--- config.mk ---
export PLATFORM = sky130hd
export DESIGN_NAME = phy_diag_counters_bist_loopback
export DESIGN_NICKNAME = d
export VERILOG_FILES = /design/src/design/diag_pkg.sv /design/src/design/phy_diag_counters_bist_loopback.sv
export VERILOG_INCLUDE_DIRS = /design/src /design/src/design
export SDC_FILE = /design/constraint.sdc
export NUM_CORES = 1
export LEC_CHECK = 0
export ABC_AREA = 1
export BUFFER_PORTS_ARGS = -buffer_cell sky130_fd_sc_hd__buf_2
export CAP_MARGIN = 20
export CORE_UTILIZATION = 58
export DETAILED_ROUTE_END_ITERATION = 7
export HOLD_SLACK_MARGIN = 0.12
export PLACE_DENSITY_LB_ADDON = 0.1
export SYNTH_ARGS = -nofsm -noshare
export SYNTH_HDL_FRONTEND = slang
export SYNTH_SLANG_ARGS = --single-unit
export TNS_END_PERCENT = 20
--- constraint.sdc ---
create_clock -name clk_sys -period 2.69 [get_ports clk_sys]
set_input_delay 0.4035 -clock clk_sys [delete_from_list [all_inputs] [get_ports clk_sys]]
set_output_delay 0.4035 -clock clk_sys [all_outputs]
set_load 0.05 [all_outputs]
--- src/design/diag_regs.svh ---
// Purpose: register indices, field positions, reset values and counts
// Assumes: 32-bit APB words; byte address is four times the index
// Notes: definitions only
`ifndef DIAG_REGS_SVH
`define DIAG_REGS_SVH
// ==========================================
// register indices (paddr[7:2])
`define IDX_ISR1 6'h12
`define IDX_FCC 6'h14
`define IDX_REC 6'h15
`define IDX_CTRL 6'h16
// ==========================================
// control field positions
`define CT_MODE 14
`define CT_CHK 13
`define CT_GEN 12
`define CT_LOCK 11
`define CT_LOSS 10
`define CT_GST 9
`define CT_PWR 8
`define CT_TXLB 6
`define CT_LB_HI 4
// interrupt register field positions
`define IS_FC_PEND 9
`define IS_RE_PEND 8
`define IS_FC_EN 1
`define IS_RE_EN 0
// ==========================================
// counts and codes
`define FC_MAX 8'hff
`define HF_LVL 8'h7f
`define REC_MAX 16'hffff
`define REC_HF 16'h007f
`define BE_MAX 8'hff
`define LOCK_CNT 5'h10
`define LOSS_CNT 4'h8
`define PRBS_SEED 15'h7fff
`define LB_PCS_IN 5'h01
`define LB_PCS_OUT 5'h02
`define LB_DIG 5'h04
`define LB_ANA 5'h08
`define LB_REV 5'h10
`endif

--- src/design/diag_pkg.sv ---
// Purpose: shared types of the diagnostic block
// Assumes: nothing
// Notes: constants live in diag_regs.svh
package diag_pkg;
  // ==========================================
  // checker states
  typedef enum logic [0:0] {
    ST_HUNT,
    ST_LOCKED
  } chk_state_e;
  // decoded loopback points, one hot or none
  typedef struct packed {
    logic pcs_in;
    logic pcs_out;
    logic digital;
    logic analog;
    logic reverse;
  } lb_sel_s;
  // receive status from the phy core
  typedef struct packed {
    logic false_carrier;
    logic rx_err;
    logic rx_dv;
    logic carrier_ok;
  } rx_stat_s;
endpackage

--- src/design/phy_diag_counters_bist_loopback.sv ---
// Purpose: diagnostic counters, prbs self test and loopback control
// Assumes: all status inputs are on clk_sys; apb slave, zero wait
// Notes: read data is sampled in the setup phase
//
// Design decision made here: the APB register port.
`timescale 1ns/10ps
`include "diag_regs.svh"
module phy_diag_counters_bist_loopback (
  input wire logic clk_sys,
  input wire logic resetn,
  input wire logic clk_en,
  input wire logic psel,
  input wire logic penable,
  input wire logic pwrite,
  input wire logic [7:0] paddr,
  input wire logic [31:0] pwdata,
  output logic [31:0] prdata,
  output logic pready,
  output logic pslverr,
  input wire diag_pkg::rx_stat_s rx_stat,
  input wire logic mii_loopback,
  input wire logic speed_100,
  input wire logic sleep_mode,
  input wire logic chk_rx_bit,
  input wire logic chk_rx_valid,
  input wire logic [3:0] mac_txd,
  input wire logic mac_tx_en,
  output logic [3:0] line_txd,
  output logic line_tx_en,
  output logic gen_tx_bit,
  output diag_pkg::lb_sel_s lb_sel,
  output logic [7:0] bist_err_count,
  output logic bist_err_pulse,
  output logic diag_irq
);
  import diag_pkg::*;

  // ==========================================
  // helpers
  // next prbs15 state, x^15 + x^14 + 1
  function automatic logic [14:0] prbs_next(input logic [14:0] s, input logic b);
    prbs_next = {s[13:0], b};
  endfunction
  // prbs feedback bit of a state
  function automatic logic prbs_fb(input logic [14:0] s);
    prbs_fb = s[14] ^ s[13];
  endfunction

  // ==========================================
  // state
  logic [7:0] fc_cnt_ff; // false carrier count
  logic [15:0] rec_cnt_ff; // receive error count
  logic [7:0] snap_ff; // false carrier value read
  logic [15:0] snap_rec_ff; // receive error value read
  logic [15:0] ctrl_ff; // control rw bits
  logic fc_pend_ff; // false carrier half-full pending
  logic re_pend_ff; // receive error half-full pending
  logic [1:0] int_en_ff; // half-full enables
  logic loss_ff; // latched sync loss
  logic [31:0] prdata_ff; // read data
  logic [14:0] gen_lfsr_ff; // generator state
  logic gen_act_ff; // generator running
  logic [14:0] hist_ff; // received bit history
  chk_state_e chk_st_ff; // checker state
  logic [4:0] match_ff; // consecutive matches
  logic [3:0] miss_ff; // consecutive misses
  logic [7:0] be_cnt_ff; // bist error count
  logic be_pulse_ff; // wrap pulse
  logic [3:0] txd_ff; // line data
  logic tx_en_ff; // line enable
  logic irq_ff; // interrupt level
  logic gen_bit_ff; // generator output bit

  // bus decode
  logic setup_rd, acc, acc_wr, hit;
  logic rd_fcc, rd_rec, rd_ctrl, rd_isr;
  logic [5:0] idx;
  // event decode
  logic fc_inc, re_inc, fc_hf, re_hf;
  logic chk_match, chk_err, loss_now, line_ok;
  logic [31:0] rd_mux;

  assign idx = paddr[7:2];
  assign hit = (idx == `IDX_FCC) || (idx == `IDX_REC) ||
               (idx == `IDX_CTRL) || (idx == `IDX_ISR1);
  assign setup_rd = psel && !penable && !pwrite;
  // access phase completes in one cycle while enabled
  assign acc = psel && penable && clk_en;
  assign acc_wr = acc && pwrite && hit;
  assign rd_fcc = acc && !pwrite && (idx == `IDX_FCC);
  assign rd_rec = acc && !pwrite && (idx == `IDX_REC);
  assign rd_ctrl = acc && !pwrite && (idx == `IDX_CTRL);
  assign rd_isr = acc && !pwrite && (idx == `IDX_ISR1);
  assign pready = acc;
  assign pslverr = acc && !hit;
  assign prdata = prdata_ff;

  // counted events
  assign fc_inc = rx_stat.false_carrier;
  assign re_inc = rx_stat.rx_err && rx_stat.rx_dv && rx_stat.carrier_ok &&
                  !mii_loopback;
  // crossing of the half-full level
  assign fc_hf = fc_inc && (fc_cnt_ff == `HF_LVL);
  assign re_hf = re_inc && (rec_cnt_ff == `REC_HF);

  // checker compare
  assign chk_match = chk_rx_bit == prbs_fb(hist_ff);
  assign chk_err = ctrl_ff[`CT_CHK] && chk_rx_valid && (chk_st_ff == ST_LOCKED) &&
                   !chk_match;
  assign loss_now = chk_err && (miss_ff == `LOSS_CNT - 4'h1);

  // line transmit allowed unless looped without forwarding
  assign line_ok = !mii_loopback || (speed_100 && ctrl_ff[`CT_TXLB]);

  // read mux
  always_comb begin
    rd_mux = 32'h0;
    unique case (idx)
      `IDX_FCC: rd_mux[7:0] = fc_cnt_ff;
      `IDX_REC: rd_mux[15:0] = rec_cnt_ff;
      `IDX_CTRL: begin
        rd_mux[15:0] = ctrl_ff;
        rd_mux[`CT_LOCK] = chk_st_ff == ST_LOCKED;
        rd_mux[`CT_LOSS] = loss_ff;
        rd_mux[`CT_GST] = gen_act_ff;
        rd_mux[`CT_PWR] = !sleep_mode;
      end
      `IDX_ISR1: begin
        rd_mux[`IS_FC_PEND] = fc_pend_ff;
        rd_mux[`IS_RE_PEND] = re_pend_ff;
        rd_mux[`IS_FC_EN] = int_en_ff[1];
        rd_mux[`IS_RE_EN] = int_en_ff[0];
      end
      default: rd_mux = 32'h0;
    endcase
  end

  // ==========================================
  // bus slave
  // capture read data and the counts it shows
  always_ff @(posedge clk_sys) begin
    if (!resetn) begin
      prdata_ff <= 32'h0;
      snap_ff <= 8'h0;
      snap_rec_ff <= 16'h0;
    end else if (clk_en && setup_rd) begin
      prdata_ff <= rd_mux;
      snap_ff <= fc_cnt_ff;
      snap_rec_ff <= rec_cnt_ff;
    end
  end

  // control and enable writes
  always_ff @(posedge clk_sys) begin
    if (!resetn) begin
      ctrl_ff <= 16'h0;
      int_en_ff <= 2'h0;
    end else if (acc_wr && idx == `IDX_CTRL) begin
      // only rw fields stored
      ctrl_ff <= '0;
      ctrl_ff[`CT_MODE] <= pwdata[`CT_MODE];
      ctrl_ff[`CT_CHK] <= pwdata[`CT_CHK];
      ctrl_ff[`CT_GEN] <= pwdata[`CT_GEN];
      ctrl_ff[`CT_TXLB] <= pwdata[`CT_TXLB];
      ctrl_ff[`CT_LB_HI:0] <= pwdata[`CT_LB_HI:0];
    end else if (acc_wr && idx == `IDX_ISR1) begin
      int_en_ff <= {pwdata[`IS_FC_EN], pwdata[`IS_RE_EN]};
    end
  end

  // ==========================================
  // counters
  // false carrier: saturate, read removes what was shown
  always_ff @(posedge clk_sys) begin
    if (!resetn) begin
      fc_cnt_ff <= 8'h0;
    end else if (clk_en) begin
      if (rd_fcc) begin
        fc_cnt_ff <= fc_cnt_ff - snap_ff + {7'h0, fc_inc};
      end else if (fc_inc && fc_cnt_ff != `FC_MAX) begin
        fc_cnt_ff <= fc_cnt_ff + 8'h1;
      end
    end
  end

  // receive errors: saturate, read removes what was shown
  always_ff @(posedge clk_sys) begin
    if (!resetn) begin
      rec_cnt_ff <= 16'h0;
    end else if (clk_en) begin
      if (rd_rec) begin
        rec_cnt_ff <= rec_cnt_ff - snap_rec_ff + {15'h0, re_inc};
      end else if (re_inc && rec_cnt_ff != `REC_MAX) begin
        rec_cnt_ff <= rec_cnt_ff + 16'h1;
      end
    end
  end

  // half-full pending bits, set wins over read clear
  always_ff @(posedge clk_sys) begin
    if (!resetn) begin
      fc_pend_ff <= 1'b0;
      re_pend_ff <= 1'b0;
    end else if (clk_en) begin
      if (fc_hf) begin
        fc_pend_ff <= 1'b1;
      end else if (rd_isr && prdata_ff[`IS_FC_PEND]) begin
        fc_pend_ff <= 1'b0;
      end
      if (re_hf) begin
        re_pend_ff <= 1'b1;
      end else if (rd_isr && prdata_ff[`IS_RE_PEND]) begin
        re_pend_ff <= 1'b0;
      end
    end
  end

  // interrupt level from enabled pending bits
  always_ff @(posedge clk_sys) begin
    if (!resetn) begin
      irq_ff <= 1'b0;
    end else if (clk_en) begin
      irq_ff <= (fc_pend_ff && int_en_ff[1]) || (re_pend_ff && int_en_ff[0]);
    end
  end
  assign diag_irq = irq_ff;

  // ==========================================
  // prbs generator
  always_ff @(posedge clk_sys) begin
    if (!resetn) begin
      gen_lfsr_ff <= `PRBS_SEED;
      gen_act_ff <= 1'b0;
      gen_bit_ff <= 1'b0;
    end else if (clk_en) begin
      gen_act_ff <= ctrl_ff[`CT_GEN];
      if (ctrl_ff[`CT_GEN]) begin
        gen_lfsr_ff <= prbs_next(gen_lfsr_ff, prbs_fb(gen_lfsr_ff));
        gen_bit_ff <= prbs_fb(gen_lfsr_ff);
      end else begin
        gen_bit_ff <= 1'b0;
      end
    end
  end
  assign gen_tx_bit = gen_bit_ff;

  // ==========================================
  // prbs checker, self-synchronising on received history
  always_ff @(posedge clk_sys) begin
    if (!resetn) begin
      hist_ff <= 15'h0;
      chk_st_ff <= ST_HUNT;
      match_ff <= 5'h0;
      miss_ff <= 4'h0;
    end else if (clk_en) begin
      if (!ctrl_ff[`CT_CHK]) begin
        // disabled: drop lock
        chk_st_ff <= ST_HUNT;
        match_ff <= 5'h0;
        miss_ff <= 4'h0;
      end else if (chk_rx_valid) begin
        hist_ff <= prbs_next(hist_ff, chk_rx_bit);
        unique case (chk_st_ff)
          ST_HUNT: begin
            if (!chk_match) begin
              match_ff <= 5'h0;
            end else if (match_ff == `LOCK_CNT - 5'h1) begin
              chk_st_ff <= ST_LOCKED;
              miss_ff <= 4'h0;
            end else begin
              match_ff <= match_ff + 5'h1;
            end
          end
          ST_LOCKED: begin
            if (chk_match) begin
              miss_ff <= 4'h0;
            end else if (loss_now) begin
              chk_st_ff <= ST_HUNT;
              match_ff <= 5'h0;
            end else begin
              miss_ff <= miss_ff + 4'h1;
            end
          end
        endcase
      end
    end
  end

  // sync loss latch, set wins over read clear
  always_ff @(posedge clk_sys) begin
    if (!resetn) begin
      loss_ff <= 1'b0;
    end else if (clk_en) begin
      if (loss_now) begin
        loss_ff <= 1'b1;
      end else if (rd_ctrl && prdata_ff[`CT_LOSS] && chk_st_ff == ST_LOCKED) begin
        loss_ff <= 1'b0;
      end else if (rd_ctrl && prdata_ff[`CT_LOSS] && !ctrl_ff[`CT_CHK]) begin
        loss_ff <= 1'b0;
      end
    end
  end

  // bist error counter, continuous or single
  always_ff @(posedge clk_sys) begin
    if (!resetn) begin
      be_cnt_ff <= 8'h0;
      be_pulse_ff <= 1'b0;
    end else if (clk_en) begin
      be_pulse_ff <= 1'b0;
      if (chk_err && be_cnt_ff == `BE_MAX) begin
        if (ctrl_ff[`CT_MODE]) begin
          be_cnt_ff <= 8'h0;
          be_pulse_ff <= 1'b1;
        end
      end else if (chk_err) begin
        be_cnt_ff <= be_cnt_ff + 8'h1;
      end
    end
  end
  assign bist_err_count = be_cnt_ff;
  assign bist_err_pulse = be_pulse_ff;

  // ==========================================
  // loopback and line path
  // loopback point decode; other codes select none
  always_comb begin
    lb_sel = '0;
    lb_sel.pcs_in = ctrl_ff[`CT_LB_HI:0] == `LB_PCS_IN;
    lb_sel.pcs_out = ctrl_ff[`CT_LB_HI:0] == `LB_PCS_OUT;
    lb_sel.digital = ctrl_ff[`CT_LB_HI:0] == `LB_DIG;
    lb_sel.analog = ctrl_ff[`CT_LB_HI:0] == `LB_ANA;
    lb_sel.reverse = ctrl_ff[`CT_LB_HI:0] == `LB_REV;
  end

  // line data only when not looped, or forwarding allowed
  always_ff @(posedge clk_sys) begin
    if (!resetn) begin
      txd_ff <= 4'h0;
      tx_en_ff <= 1'b0;
    end else if (clk_en) begin
      tx_en_ff <= mac_tx_en && line_ok;
      txd_ff <= line_ok ? mac_txd : 4'h0;
    end
  end
  assign line_txd = txd_ff;
  assign line_tx_en = tx_en_ff;
endmodule

==> flow_summary.json <==
{
  "multi_input_area_sq_mm": 0.00441,
  "clk_root_buffer_cell": "clkbuf_16",
  "antenna_left": 0,
  "place.port_buffers": 73,
  "gp_congestion": 0.909,
  "crit_family": "simple AND/OR/NAND/NOR gates",
  "worstPathMaxFanout": 4,
  "gr-usage-all-layers_pct": 29.6,
  "rows": 42,
  "p_per_area_mw_per_mm2": 565,
  "avgViaCountPerCell": 5.38,
  "comb_power_share_pct": 13.0,
  "max-slew-margin-rel_pct": 51.6,
  "h-tree-depth": 4,
  "netlist_area_sq_mm": 0.00780,
  "synth_top_area_cell": "dfxtp_1",
  "numClockSinks": 135,
  "yosysMostFrequentCell": "nand2_1",
  "syn_avg_cell_area_sq_um": 6.75,
  "path_common_cell": "nand2_1",
  "timing.final.crit_share_pct": 87.8,
  "reg2reg_depth": 12,
  "clkPwrFrac_pct": 46.4,
  "core_area_sq_mm": 0.0132,
  "cts_buffers": 17,
  "crit_path_start_kind": "primary input",
  "drtPass1Iterations": 7,
  "antenna_found_initial": 1,
  "tightest_slew_ps": 720,
  "drtIter0Drc": 728,
  "async_flop_share_pct": 0,
  "drc": 0,
  "crit_chain": "buf_2, inv_1, nand4_1, ha_1, inv_1, ha_1, fa_1, nand3_1, nand2_1, nand2_1, nand2_1, or2_2, nand3_1, nand2_1, nor2_1, nor2_1",
  "nets": 1350,
  "crit_slowest_cell": "fa_1",
  "synth_top_area_share_pct": 34.6,
  "synth_enable_flop_cells": 0,
  "p_leak_nw": 4.24,
  "start_util_pct": 59.1,
  "clock_skew_ps": 7.02,
  "p_seq_share_pct": 40.5,
  "final.setup.tns_ps": 0,
  "grt_pass1_vias": 7056,
  "switching_share_pct": 26.7,
  "synth_seq_area_share_pct": 34.6,
  "fp.dieH_um": 118,
  "finalCriticalPeriod_ps": 2360,
  "ys_types": 39,
  "r2r_setup_slack_ps": 340,
  "ys_ff_latch": 135,
  "power_mw": 5.08,
  "crit_type": "in2reg",
  "hp-class": "in2reg",
  "hold_ws_ps": 230,
  "status": "finished clean",
  "post_cts_buffers": 0,
  "cp-startpoint": "mii_loopback",
  "ys_warn_count": 0,
  "slowest_delay_ps": 390,
  "p_switching_mw": 1.36,
  "synthFlopType": "dfxtp_1",
  "worstPathRequired_ps": 3000,
  "cts_tree": "yes",
  "critPathArrivalTime_ps": 2670,
  "drive_above_1_share_pct": 11.8,
  "synthCells": 1156,
  "synth_common_cells": "nand2_1, dfxtp_1, inv_1, nor2_1, a21oi_1",
  "path_clk_slew_ps": 60,
  "num_vias": 7679,
  "critical_path.endpoint": "rec_cnt_ff[6]",
  "grt_pass1_wl_um": 33600,
  "ioPinCount": 115,
  "synth.area.top_cells": "dfxtp_1, nand2_1, ha_1, a21oi_1, o21ai_0",
  "fmax_ghz": 0.423,
  "finalSetupViolations": 0,
  "slew_violations": 0,
  "drv_cap": 0,
  "die_area_sq_mm": 0.0139,
  "regArea_sq_mm": 0.00270,
  "grt_overflow": 0,
  "hpwl_um": 14200,
  "clock_path_buffers": 2,
  "endpoint_kind": "flip-flop",
  "rsz0062_at_grt": "no",
  "holdBufCountCts": 0,
  "clkLatencyLatePin_ps": 420,
  "synthToLayoutAreaGrowth_pct": 15.3,
  "crit_cells": 16,
  "peakVddDrop_uv": 449,
  "post_cts_resize_count": 0,
  "worst-path-buf-inv": 3,
  "finalHoldViolCount": 0,
  "r2r-start": "fc_cnt_ff[0]",
  "worst_r2r_endpoint": "fc_cnt_ff[4]",
  "wl_per_cell_um": 13.8,
  "die_x_um": 118,
  "fill_cells": 1198,
  "p_int_mw": 3.72,
  "diodes": 0,
  "grt_max_degree": 101,
  "drt_wl_total_um": 19800
}
-- layout by cell type (no fill, tap or decap), drive strengths merged, types with 6 or more instances in the layout --
cell type	count
o211ai	6
nor4	7
nand3	74
buf	99
nand2	272
ha	50
o21ai	101
inv	129
nor2	125
nand4	20
dfxtp	135
nor3	23
xor2	19
clkinv	11
o221ai	7
a21oi	106
conb	16
clkbuf	18
-- metrics by stage --
step / cells / worst slack, ps / area (sq um) / utilization, %
after global placement: 1395 / -43.9 / 8400 / 63.7
after floorplan: 1171 / 347 / 7860 / -
after detailed placement: 1395 / -111 / 8400 / 63.7
after global routing: 1427 / 83.1 / 9000 / 68.2
after CTS: 1427 / 322 / 9000 / 68.2
final: 1427 / 328 / 9000 / 68.2
-- worst min path at each step --
stage / start / endpoint / slack, ps / cells past startpoint
after floorplan: gen_lfsr_ff[0] / gen_lfsr_ff[1] / 430 / 2
after global routing: pwdata[3] / ctrl_ff[3] / 240 / 3
final: pwdata[3] / ctrl_ff[3] / 230 / 3
after CTS: mac_txd[3] / line_txd[3] / 220 / 3
after detailed placement: gen_lfsr_ff[2] / gen_lfsr_ff[3] / 450 / 2
after global placement: gen_lfsr_ff[10] / gen_lfsr_ff[11] / 440 / 2
-- kinds of logic (layout without fill, tap and decap cells) --
logic type / count (synthesis) / count (layout) / share of synthesized area [%]
adders and majority gates: 52 / 52 / 8.53
DFF: 135 / 135 / 34.6
and+or+nand+nor: 534 / 534 / 28.9
buffers and inverters: 182 / 262 / 9.59
other: 1 / 16 / 0.0481
xor gates and xnor gates: 23 / 23 / 2.58
AOI/OAI and AO/OA: 229 / 229 / 15.7
-- state kept, by name (all words and copies together) (netlist names), 4 cells and up --
name	count
bist_err_count	8
ctrl_ff	9
fc_cnt_ff	8
gen_lfsr_ff	15
hist_ff	15
line_txd	4
match_ff	5
miss_ff	4
prdata	16
rec_cnt_ff	16
snap_ff	8
snap_rec_ff	16
-- area by class of cell --
class	instances	area share, %
inverter	131	5.47
clock buffer	18	4.88
multi-input combinational	854	49.0
tap	176	2.45
sequential	135	30.0
timing repair buffer	99	6.37
clock inverter	14	1.75
-- worst register-to-register path, stage by stage (launching register included) --
cell and delay, ps:
dfxtp_1 400, inv_1 100, ha_1 290, inv_1 60
ha_1 160, inv_1 60, fa_1 390, o21ai_0 300
xor2_1 180, nand2_1 80, o31ai_1 80, nor2_1 90
nor2_1 100
-- routing by layer --
layer	up-vias	global-route usage (%)	part of all wire, %
li1	3933	-	-
met4	2	12.2	2.6
met2	229	46.8	45
met1	3475	39.8	47
met5	-	0	0.051
met3	40	5.38	5.7
-- power by group through the flow --
stage,registers [mW],clock network (mW),logic (mW)
2_1_floorplan,2.12,0,0.480
3_3_place_gp,2.10,0,0.641
3_5_place_dp,2.10,0,0.654
4_1_cts,2.06,2.39,0.657
5_1_grt,2.06,2.47,0.754
6_report,2.06,2.36,0.662
(Power assumes the default switching activity.)
